==> src/core/dofs_defines.svh <==
// constants for the digital output function select block
// assumes apb with 32-bit data and a 250 MHz pclk
//
// Notes on behaviour
// - two relays, open collector, fast output
// - config bit picks pulse or level fast output
// - shared code gives identical terminal states, except virtual bit codes and the fast output in pulse mode
// - code 0 holds terminal inactive
// - code 1 on while running with frequency
// - code 2 on while forward with frequency
// - code 3 on while reverse with frequency
// - code 4 on while jogging with frequency
// - code 5 on while fault present
// - code 9 on when output, reference zero
// - code 10 on at upper limit
// - code 11 on at lower limit
// - code 12 on when powered, unprotected, ready
// - code 13 on while pre-exciting
// - code 14 on for overload pre-alarm
// - code 15 on for underload pre-alarm
// - code 16 signals sequencer stage completion
// - code 17 signals sequencer cycle completion
// - code 23 follows modbus virtual bit
// - codes 24, 25, 34 follow fieldbus bits
// - code 26 on while dc bus established
`ifndef DOFS_DEFINES_SVH
`define DOFS_DEFINES_SVH

// register byte offsets
`define DOFS_OFS_CODE_RLY1 8'h00
`define DOFS_OFS_CODE_RLY2 8'h04
`define DOFS_OFS_CODE_OC 8'h08
`define DOFS_OFS_CODE_FAST 8'h0c
`define DOFS_OFS_FAST_CFG 8'h10
`define DOFS_OFS_VBIT 8'h14
`define DOFS_OFS_STATUS 8'h18

// terminal indices
`define DOFS_T_RLY1 0
`define DOFS_T_RLY2 1
`define DOFS_T_OC 2
`define DOFS_T_FAST 3
`define DOFS_NTERM 4

// reset values
`define DOFS_RST_CODE_RLY1 6'h01
`define DOFS_RST_CODE 6'h00
`define DOFS_RST_HALF_PER 16'h0000
`define DOFS_RST_VBIT 16'h0000

// field positions
`define DOFS_CODE_W 6
`define DOFS_F_PULSE_MODE 0
`define DOFS_F_HALF_PER_LSB 16
`define DOFS_HALF_PER_W 16
`define DOFS_VBIT_W 16
`define DOFS_ST_COND_LSB 8

// virtual bit sources, one nibble each, bit per terminal
`define DOFS_V_MODBUS 0
`define DOFS_V_FIELDBUS 1
`define DOFS_V_ETH 2
`define DOFS_V_ECAT 3
`define DOFS_NVSRC 4

// condition vector positions
`define DOFS_C_RUN 0
`define DOFS_C_FWD 1
`define DOFS_C_REV 2
`define DOFS_C_JOG 3
`define DOFS_C_FAULT 4
`define DOFS_C_ZERO 5
`define DOFS_C_UPPER 6
`define DOFS_C_LOWER 7
`define DOFS_C_READY 8
`define DOFS_C_PREEXC 9
`define DOFS_C_OVL 10
`define DOFS_C_UNL 11
`define DOFS_C_STAGE 12
`define DOFS_C_CYCLE 13
`define DOFS_C_DCBUS 14
`define DOFS_NCOND 15

// timing
`define DOFS_CLK_MHZ 250
`define DOFS_EVT_HOLD_US 1000
`define DOFS_EVT_CNT_W 18

`endif

==> src/core/dofs_pkg.sv <==
// types shared by the digital output function select block
// assumes dofs_defines.svh for widths
`include "dofs_defines.svh"
package dofs_pkg;
   typedef logic [`DOFS_CODE_W-1:0] dofs_code_t;
   typedef enum logic [`DOFS_CODE_W-1:0] {
      DOFS_FN_NONE = 6'h00,
      DOFS_FN_RUN = 6'h01,
      DOFS_FN_FWD = 6'h02,
      DOFS_FN_REV = 6'h03,
      DOFS_FN_JOG = 6'h04,
      DOFS_FN_FAULT = 6'h05,
      DOFS_FN_ZERO = 6'h09,
      DOFS_FN_UPPER = 6'h0a,
      DOFS_FN_LOWER = 6'h0b,
      DOFS_FN_READY = 6'h0c,
      DOFS_FN_PREEXC = 6'h0d,
      DOFS_FN_OVL = 6'h0e,
      DOFS_FN_UNL = 6'h0f,
      DOFS_FN_STAGE = 6'h10,
      DOFS_FN_CYCLE = 6'h11,
      DOFS_FN_MODBUS = 6'h17,
      DOFS_FN_FIELDBUS = 6'h18,
      DOFS_FN_ETH = 6'h19,
      DOFS_FN_DCBUS = 6'h1a,
      DOFS_FN_ECAT = 6'h22
   } dofs_fn_e;
endpackage

==> src/core/dofs_sync.sv <==
// three-stage input synchroniser with agreement filter
// assumes asynchronous level inputs from pins
`timescale 1ns/1ps
`include "dofs_defines.svh"
module dofs_sync #(
   parameter int W = 2
) (
   input wire logic pclk,
   input wire logic presetn,
   input wire logic [W-1:0] din,
   output logic [W-1:0] dout
);
   import dofs_pkg::*;
   typedef struct packed {
      logic [W-1:0] s1;
      logic [W-1:0] s2;
      logic [W-1:0] s3;
      logic [W-1:0] q;
   } dofs_sync_s;
   dofs_sync_s s;
   dofs_sync_s next_s;

   // first stage feeds only the second
   always_comb begin
      next_s = s;
      next_s.s1 = din;
      next_s.s2 = s.s1;
      next_s.s3 = s.s2;
      for (int i = 0; i < W; i++) begin
         if (s.s2[i] == s.s3[i]) begin
            next_s.q[i] = s.s3[i];
         end
      end
   end

   always_ff @(posedge pclk or negedge presetn) begin
      if (!presetn) begin
         next_s_reset: s <= '0;
      end else begin
         s <= next_s;
      end
   end

   assign dout = s.q;
endmodule // dofs_sync

==> src/core/dofs_sel.sv <==
// per-terminal function mux: selection code to output condition
// assumes conditions already combined on pclk
`timescale 1ns/1ps
`include "dofs_defines.svh"
module dofs_sel (
   input wire dofs_pkg::dofs_code_t code,
   input wire logic [`DOFS_NCOND-1:0] cond,
   input wire logic [`DOFS_NVSRC-1:0] vbit,
   output logic hit
);
   import dofs_pkg::*;
   always_comb begin
      case (dofs_fn_e'(code))
         DOFS_FN_RUN: hit = cond[`DOFS_C_RUN];
         DOFS_FN_FWD: hit = cond[`DOFS_C_FWD];
         DOFS_FN_REV: hit = cond[`DOFS_C_REV];
         DOFS_FN_JOG: hit = cond[`DOFS_C_JOG];
         DOFS_FN_FAULT: hit = cond[`DOFS_C_FAULT];
         DOFS_FN_ZERO: hit = cond[`DOFS_C_ZERO];
         DOFS_FN_UPPER: hit = cond[`DOFS_C_UPPER];
         DOFS_FN_LOWER: hit = cond[`DOFS_C_LOWER];
         DOFS_FN_READY: hit = cond[`DOFS_C_READY];
         DOFS_FN_PREEXC: hit = cond[`DOFS_C_PREEXC];
         DOFS_FN_OVL: hit = cond[`DOFS_C_OVL];
         DOFS_FN_UNL: hit = cond[`DOFS_C_UNL];
         DOFS_FN_STAGE: hit = cond[`DOFS_C_STAGE];
         DOFS_FN_CYCLE: hit = cond[`DOFS_C_CYCLE];
         DOFS_FN_MODBUS: hit = vbit[`DOFS_V_MODBUS];
         DOFS_FN_FIELDBUS: hit = vbit[`DOFS_V_FIELDBUS];
         DOFS_FN_ETH: hit = vbit[`DOFS_V_ETH];
         DOFS_FN_ECAT: hit = vbit[`DOFS_V_ECAT];
         DOFS_FN_DCBUS: hit = cond[`DOFS_C_DCBUS];
         default: hit = 1'b0;
      endcase
   end
endmodule // dofs_sel

==> src/core/dofs_top.sv <==
// digital output function select: apb registers, condition
// building, four terminal muxes, fast pulse generator
// assumes status inputs on pclk except the two pin-level ones
//
// The placing of the registers and register access over APB were chosen for this implementation.
`timescale 1ns/1ps
`include "dofs_defines.svh"
module dofs_top #(
   parameter int ADDR_W = 8,
   parameter int EVT_HOLD_CYCLES = `DOFS_EVT_HOLD_US * `DOFS_CLK_MHZ
) (
   input wire logic pclk,
   input wire logic presetn,
   input wire logic psel,
   input wire logic penable,
   input wire logic pwrite,
   input wire logic [ADDR_W-1:0] paddr,
   input wire logic [31:0] pwdata,
   output logic [31:0] prdata,
   output logic pready,
   output logic pslverr,
   input wire logic drv_running,
   input wire logic drv_reverse,
   input wire logic drv_jogging,
   input wire logic freq_nonzero,
   input wire logic ref_freq_zero,
   input wire logic drv_fault,
   input wire logic at_upper_limit,
   input wire logic at_lower_limit,
   input wire logic power_ok_pin,
   input wire logic protect_active,
   input wire logic drv_ready,
   input wire logic pre_exciting,
   input wire logic overload_prealarm,
   input wire logic underload_prealarm,
   input wire logic seq_stage_done,
   input wire logic seq_cycle_done,
   input wire logic dc_bus_ok_pin,
   output logic relay_one,
   output logic relay_two,
   output logic open_collector_out,
   output logic fast_pulse_or_level_output
);
   import dofs_pkg::*;

   localparam int CW = `DOFS_EVT_CNT_W;
   localparam int NT = `DOFS_NTERM;
   localparam int HW = `DOFS_HALF_PER_W;
   localparam logic [CW-1:0] HOLD = CW'(EVT_HOLD_CYCLES);

   typedef struct packed {
      logic [NT-1:0][`DOFS_CODE_W-1:0] code;
      logic pulse_mode;
      logic [HW-1:0] half_per;
      logic [`DOFS_VBIT_W-1:0] vbit;
      logic [CW-1:0] stage_cnt;
      logic [CW-1:0] cycle_cnt;
      logic [HW-1:0] pcnt;
      logic plvl;
      logic [NT-1:0] term;
      logic [31:0] rdata;
      logic err;
   } dofs_top_s;

   dofs_top_s s;
   dofs_top_s next_s;
   logic [1:0] pin_sync;
   logic [`DOFS_NCOND-1:0] cond;
   logic [NT-1:0] hit;
   logic setup;
   logic wr_access;

   ////////////////////////////////////////////////////////////////////
   // register decode

   function automatic logic [3:0] reg_idx(input logic [ADDR_W-1:0] a);
      logic [3:0] r;
      r = 4'hf;
      if (a == ADDR_W'(`DOFS_OFS_CODE_RLY1)) begin
         r = 4'h0;
      end else if (a == ADDR_W'(`DOFS_OFS_CODE_RLY2)) begin
         r = 4'h1;
      end else if (a == ADDR_W'(`DOFS_OFS_CODE_OC)) begin
         r = 4'h2;
      end else if (a == ADDR_W'(`DOFS_OFS_CODE_FAST)) begin
         r = 4'h3;
      end else if (a == ADDR_W'(`DOFS_OFS_FAST_CFG)) begin
         r = 4'h4;
      end else if (a == ADDR_W'(`DOFS_OFS_VBIT)) begin
         r = 4'h5;
      end else if (a == ADDR_W'(`DOFS_OFS_STATUS)) begin
         r = 4'h6;
      end
      return r;
   endfunction

   ////////////////////////////////////////////////////////////////////
   // pin-level inputs and condition vector

   dofs_sync #(
      .W(2)
   ) u_pin_sync (
      .pclk(pclk),
      .presetn(presetn),
      .din({dc_bus_ok_pin, power_ok_pin}),
      .dout(pin_sync)
   );

   always_comb begin
      cond = '0;
      cond[`DOFS_C_RUN] = drv_running & freq_nonzero;
      cond[`DOFS_C_FWD] = drv_running & ~drv_reverse & freq_nonzero;
      cond[`DOFS_C_REV] = drv_running & drv_reverse & freq_nonzero;
      cond[`DOFS_C_JOG] = drv_jogging & freq_nonzero;
      cond[`DOFS_C_FAULT] = drv_fault;
      cond[`DOFS_C_ZERO] = ~freq_nonzero & ref_freq_zero;
      cond[`DOFS_C_UPPER] = at_upper_limit;
      cond[`DOFS_C_LOWER] = at_lower_limit;
      cond[`DOFS_C_READY] = pin_sync[0] & ~protect_active & drv_ready;
      cond[`DOFS_C_PREEXC] = pre_exciting;
      cond[`DOFS_C_OVL] = overload_prealarm;
      cond[`DOFS_C_UNL] = underload_prealarm;
      cond[`DOFS_C_STAGE] = (s.stage_cnt != '0);
      cond[`DOFS_C_CYCLE] = (s.cycle_cnt != '0);
      cond[`DOFS_C_DCBUS] = pin_sync[1];
   end

   ////////////////////////////////////////////////////////////////////
   // one mux per terminal

   genvar g;
   generate
      for (g = 0; g < NT; g++) begin : g_term
         dofs_sel u_sel (
            .code(s.code[g]),
            .cond(cond),
            .vbit({s.vbit[`DOFS_V_ECAT*NT+g], s.vbit[`DOFS_V_ETH*NT+g],
                   s.vbit[`DOFS_V_FIELDBUS*NT+g], s.vbit[`DOFS_V_MODBUS*NT+g]}),
            .hit(hit[g])
         );
      end
   endgenerate

   ////////////////////////////////////////////////////////////////////
   // next state

   assign setup = psel & ~penable;
   assign wr_access = psel & penable & pwrite;

   always_comb begin
      next_s = s;
      // read data and error latched in setup, shown in access
      if (setup) begin
         next_s.rdata = '0;
         next_s.err = 1'b0;
         case (reg_idx(paddr))
            4'h0, 4'h1, 4'h2, 4'h3: begin
               next_s.rdata[`DOFS_CODE_W-1:0] = s.code[reg_idx(paddr)];
            end
            4'h4: begin
               next_s.rdata[`DOFS_F_PULSE_MODE] = s.pulse_mode;
               next_s.rdata[`DOFS_F_HALF_PER_LSB +: HW] = s.half_per;
            end
            4'h5: begin
               next_s.rdata[`DOFS_VBIT_W-1:0] = s.vbit;
            end
            4'h6: begin
               next_s.rdata[NT-1:0] = s.term;
               next_s.rdata[`DOFS_ST_COND_LSB +: `DOFS_NCOND] = cond;
            end
            default: begin
               next_s.err = 1'b1;
            end
         endcase
      end
      if (wr_access) begin
         case (reg_idx(paddr))
            4'h0, 4'h1, 4'h2, 4'h3: begin
               next_s.code[reg_idx(paddr)] = pwdata[`DOFS_CODE_W-1:0];
            end
            4'h4: begin
               next_s.pulse_mode = pwdata[`DOFS_F_PULSE_MODE];
               next_s.half_per = pwdata[`DOFS_F_HALF_PER_LSB +: HW];
            end
            4'h5: begin
               next_s.vbit = pwdata[`DOFS_VBIT_W-1:0];
            end
            default: begin
            end
         endcase
      end
      // sequencer events stretched so a relay can follow; new event reloads
      if (seq_stage_done) begin
         next_s.stage_cnt = HOLD;
      end else if (s.stage_cnt != '0) begin
         next_s.stage_cnt = s.stage_cnt - CW'(1);
      end
      if (seq_cycle_done) begin
         next_s.cycle_cnt = HOLD;
      end else if (s.cycle_cnt != '0) begin
         next_s.cycle_cnt = s.cycle_cnt - CW'(1);
      end
      // fast output pulse train while its function is active
      if (s.pulse_mode & hit[`DOFS_T_FAST]) begin
         if (s.pcnt == '0) begin
            next_s.pcnt = s.half_per;
            next_s.plvl = ~s.plvl;
         end else begin
            next_s.pcnt = s.pcnt - HW'(1);
         end
      end else begin
         next_s.pcnt = '0;
         next_s.plvl = 1'b0;
      end
      next_s.term = hit;
      if (s.pulse_mode) begin
         next_s.term[`DOFS_T_FAST] = hit[`DOFS_T_FAST] & next_s.plvl;
      end
   end

   always_ff @(posedge pclk or negedge presetn) begin
      if (!presetn) begin
         s <= '0;
         s.code[`DOFS_T_RLY1] <= `DOFS_RST_CODE_RLY1;
         s.half_per <= `DOFS_RST_HALF_PER;
         s.vbit <= `DOFS_RST_VBIT;
      end else begin
         s <= next_s;
      end
   end

   ////////////////////////////////////////////////////////////////////
   // outputs

   assign pready = psel & penable;
   assign pslverr = pready & s.err;
   assign prdata = s.rdata;
   assign relay_one = s.term[`DOFS_T_RLY1];
   assign relay_two = s.term[`DOFS_T_RLY2];
   assign open_collector_out = s.term[`DOFS_T_OC];
   assign fast_pulse_or_level_output = s.term[`DOFS_T_FAST];
endmodule // dofs_top

==> config.mk <==
export PLATFORM = sky130hd
export DESIGN_NAME = dofs_top
export DESIGN_NICKNAME = d
export VERILOG_FILES = /design/src/core/dofs_pkg.sv /design/src/core/dofs_sync.sv /design/src/core/dofs_sel.sv /design/src/core/dofs_top.sv
export VERILOG_INCLUDE_DIRS = /design/src /design/src/core
export SDC_FILE = /design/constraint.sdc
export NUM_CORES = 1
export LEC_CHECK = 0
export BUFFER_PORTS_ARGS = -buffer_cell sky130_fd_sc_hd__buf_2
export CAP_MARGIN = 20
export CELL_PAD_IN_SITES_DETAIL_PLACEMENT = 1
export CELL_PAD_IN_SITES_GLOBAL_PLACEMENT = 2
export CORE_MARGIN = 5
export CORE_UTILIZATION = 34
export DETAILED_ROUTE_END_ITERATION = 8
export MAX_ROUTING_LAYER = met4
export PLACE_DENSITY_LB_ADDON = 0.1
export SETUP_SLACK_MARGIN = 0.05
export SYNTH_ARGS = -nofsm -noshare
export SYNTH_HDL_FRONTEND = slang
export SYNTH_SLANG_ARGS = --single-unit
==> constraint.sdc <==
create_clock -name pclk -period 2.1 [get_ports pclk]
set_input_delay 0.21 -clock pclk [delete_from_list [all_inputs] [get_ports pclk]]
set_output_delay 0.21 -clock pclk [all_outputs]
set_load 0.02 [all_outputs]
==> impl_metrics.py <==
metrics = {
    "synthesis": {
        "synth.distinct_cells": 75,
        "yosys-top-cells-area": "dfrtp_1, mux2_2, nand2_1",
        "synth_top_cell_by_area": "dfrtp_1",
        "synth_seq_cells": 155,
        "ys_warn_count": 0,
        "syn_inst": 797,
        "synth_commonest_cells": "dfrtp_1, nand2_1, nor2_1",
        "seq_area_frac_synth_pct": 47.3,
        "synthArstFlopShare_pct": 100,
        "avgSynthCellArea_um2": 10.3,
        "synth.most_common_cell": "dfrtp_1",
        "syn_area_um2": 8200,
        "syn_nets": 865,
        "synth-edff-count": 0,
        "synth_top_cell_area_share_pct": 47.0,
        "synth_flop_cell": "dfrtp_1",
    },
    "routing": {
        "avgRoutedWirePerCell_um": 20.4,
        "drc": 0,
        "ant_nets": 0,
        "dr.pass1.iters": 6,
        "wl_um": 25800,
        "vias_per_cell": 5.26,
        "vias": 6674,
        "drt_iter0_markers": 249,
    },
    "cts": {
        "clock_path_buffers": 2,
        "cts_tree": "done",
        "cts.sinks": 155,
        "clock_latency_ns": 0.43,
        "cts_inserted_buffers": 17,
        "cts-htree-levels": 4,
        "cts_root_buf": "clkbuf_16",
        "cts.clk_slew.worst_paths_ns": 0.07,
    },
    "timing": {
        "setup_slack_ns": -0.0629,
        "fin_crit_ns": 2.16,
        "max_slew_margin_pct": 63.5,
        "slew_violations": 0,
        "fmax_mhz": 462,
        "finalCritPeriodShare_pct": 103,
        "final-hold-violation-count": 0,
        "grt_setup_unrepaired": "yes",
        "worst_slew_pin_slew_ns": 0.547,
        "setup_violations": 3,
        "fin_setup_tns_ns": -0.0776,
        "worst_clock_skew_ns": 0.0129,
    },
    "placement": {
        "gp_congestion": 0.829,
        "hpwlAfterDp_um": 19000,
        "portBuffers": 99,
        "dp_cells": 1220,
        "dpl_cell_area_um2": 9360,
    },
    "critical_path": {
        "r2r-end": "relay_two$_DFF_PN0_",
        "start_kind": "flop",
        "critPathMaxStageDelay_ns": 0.48,
        "reg2reg_from": "s[73]$_DFFE_PN0P_",
        "crit_arrival_ns": 2.46,
        "path_max_fanout": 3,
        "rr_worst_depth": 8,
        "end_kind": "flop",
        "critical_path_class": "reg2reg",
        "worstPathCellList": "inv_2 > ha_4 > nor4b_4 > nand3_2 > or3_4 > nor2_1 > a211oi_2 > or4_1",
        "cp_data_required_time_ns": 2.40,
        "critPathTopFamily": "simple AND/OR/NAND/NOR gates",
        "slowest_stage": "or4_1",
        "worst-path-buf-inv": 1,
        "r2r_setup_slack_ns": -0.06,
    },
    "floorplanning": {
        "core_region_area_um2": 23600,
        "rows": 56,
        "top_level_ports": 100,
        "initial_core_util_pct": 34.7,
        "fp.dieH_um": 165,
        "dieArea_um2": 27300,
        "die_x_um": 165,
    },
    "final_layout": {
        "diodes": 0,
        "final_core_utilization_pct": 44.0,
        "areaGrowthSynthToFinish_pct": 26.7,
        "final_cells": 1269,
        "fin_nets": 1005,
        "drive_gt1_share_pct": 36.4,
        "design_area_um2": 10400,
        "nFillCells": 2632,
    },
    "outcome": {
        "violations": "negative setup slack",
        "outcome": "finished, violations left",
    },
    "min_path": {
        "hp-class": "in2reg",
        "hp-start": "pwdata[14]",
        "worstHoldPathCells": 2,
        "min_to": "s[104]$_DFFE_PN0P_",
    },
    "run": {
        "drv_cap": 0,
    },
    "power_and_ir_drop": {
        "p_leak_nw": 4.51,
        "finalPower_mw": 6.86,
        "p_per_area_nw_per_um2": 660,
        "ir_drop_mv": 0.425,
    },
    "global_routing": {
        "grt_pass1_wl_um": 40700,
        "grt_max_degree": 67,
        "grt_util_all_layers_pct": 19.8,
        "grt_overflow": 0,
        "grt_pass1_vias": 7056,
        "antenna_found_initial": 0,
    },
}
==> area by class of cell <==
class	count	area (µm²)	share of cell area (%)
well taps	319	399	3.84
clock inverters	14	138	1.32
flip-flops and latches	155	3880	37.3
multi-input cells	552	4090	39.4
clock buffers	18	439	4.23
repair buffers	198	1390	13.4
inverters	13	48.8	0.470
==> placed cells by master, fill, tap and decap left out, drive strengths merged, types with 6 or more instances in the layout <==
cell type | synthesis | final
a211oi | 10 | 10
a21oi | 20 | 20
a22oi | 21 | 21
a31oi | 9 | 9
and2 | 7 | 7
and3 | 8 | 8
buf | 48 | 187
clkbuf | 28 | 18
dfrtp | 154 | 154
dlygate4sd3 | 0 | 11
ha | 6 | 6
inv | 13 | 18
mux2 | 56 | 56
mux2i | 9 | 9
mux4 | 7 | 7
nand2 | 79 | 79
nand2b | 11 | 11
nand3 | 24 | 24
nand3b | 12 | 12
nand4 | 9 | 9
nor2 | 57 | 57
nor3 | 29 | 29
nor4 | 15 | 15
o21ai | 49 | 49
o22ai | 8 | 8
o31ai | 8 | 8
or3 | 6 | 6
or4 | 10 | 10
xnor2 | 19 | 19
xor2 | 9 | 9
==> timing repair <==
item,in CTS,in global routing
setup buffers,4,3
endpoints found under the setup margin,31,43
gates cloned,0,0
endpoints found under the hold margin,59,1
pin swaps,8,15
resized for setup,21,43
hold buffers,10,1
==> flip-flops by register name, indices dropped and copies added (netlist names) <==
signal,count
s,111
prdata,32
u_pin_sync.next_s,4
u_pin_sync.dout,2
u_pin_sync.s,2
fast_pulse_or_level_output,1
open_collector_out,1
relay_one,1
relay_two,1
==> metal layers <==
layer	vias to the layer above	routed length, µm	track usage (%)
li1	3151	-	-
met1	3365	12100	27.1
met2	138	12300	31.3
met3	20	1190	2.76
met4	0	300	4.91
met5	-	0	-
==> per-stage QoR <==
step / hold slack [ns] / setup WS (ns)
detailed placement: 0.201 / -0.247
floorplan: -0.0856 / -0.0585
global route: 0.00882 / -0.152
finish: 0.00917 / -0.0629
CTS: 0.000194 / -0.0381
global placement: 0.191 / -0.186
==> cells by family (layout without fill, tap and decap cells) <==
kind of cell    Yosys count  in the layout  share of synthesized area, %
flops                   155            155                          47.3
xor+xnor                 28             28                          2.99
mux                      72             72                          10.7
buf+inv                  90            243                          6.50
compound gates          152            152                          12.1
fa+ha+maj                 8              8                          1.16
simple gates            292            292                          19.3
==> how the worst max path moves through the flow <==
stage                            startpoint             endpoint  slack, ns  depth (start not counted)
final                     s[73]$_DFFE_PN0P_  relay_two$_DFF_PN0_      -0.06                          8
after global routing      s[73]$_DFFE_PN0P_  relay_two$_DFF_PN0_      -0.15                          8
after CTS                 s[62]$_DFFE_PN0P_      s[38]$_DFF_PN0_      -0.04                          7
after detailed placement  s[73]$_DFFE_PN0P_      s[48]$_DFF_PN0_      -0.25                          9
after global placement    s[73]$_DFFE_PN0P_      s[38]$_DFF_PN0_      -0.19                          9
after floorplan           s[60]$_DFFE_PN0P_  relay_two$_DFF_PN0_      -0.06                          6
==> where the power goes <==
| group | switching (mW) | leakage, nW | internal (mW) |
|---|---|---|---|
| sequential | 0.0823 | 2.05 | 3.06 |
| clock | 1.36 | 0.272 | 1.69 |
| combinational | 0.383 | 2.19 | 0.293 |
Power figures use the tool's default switching activity.
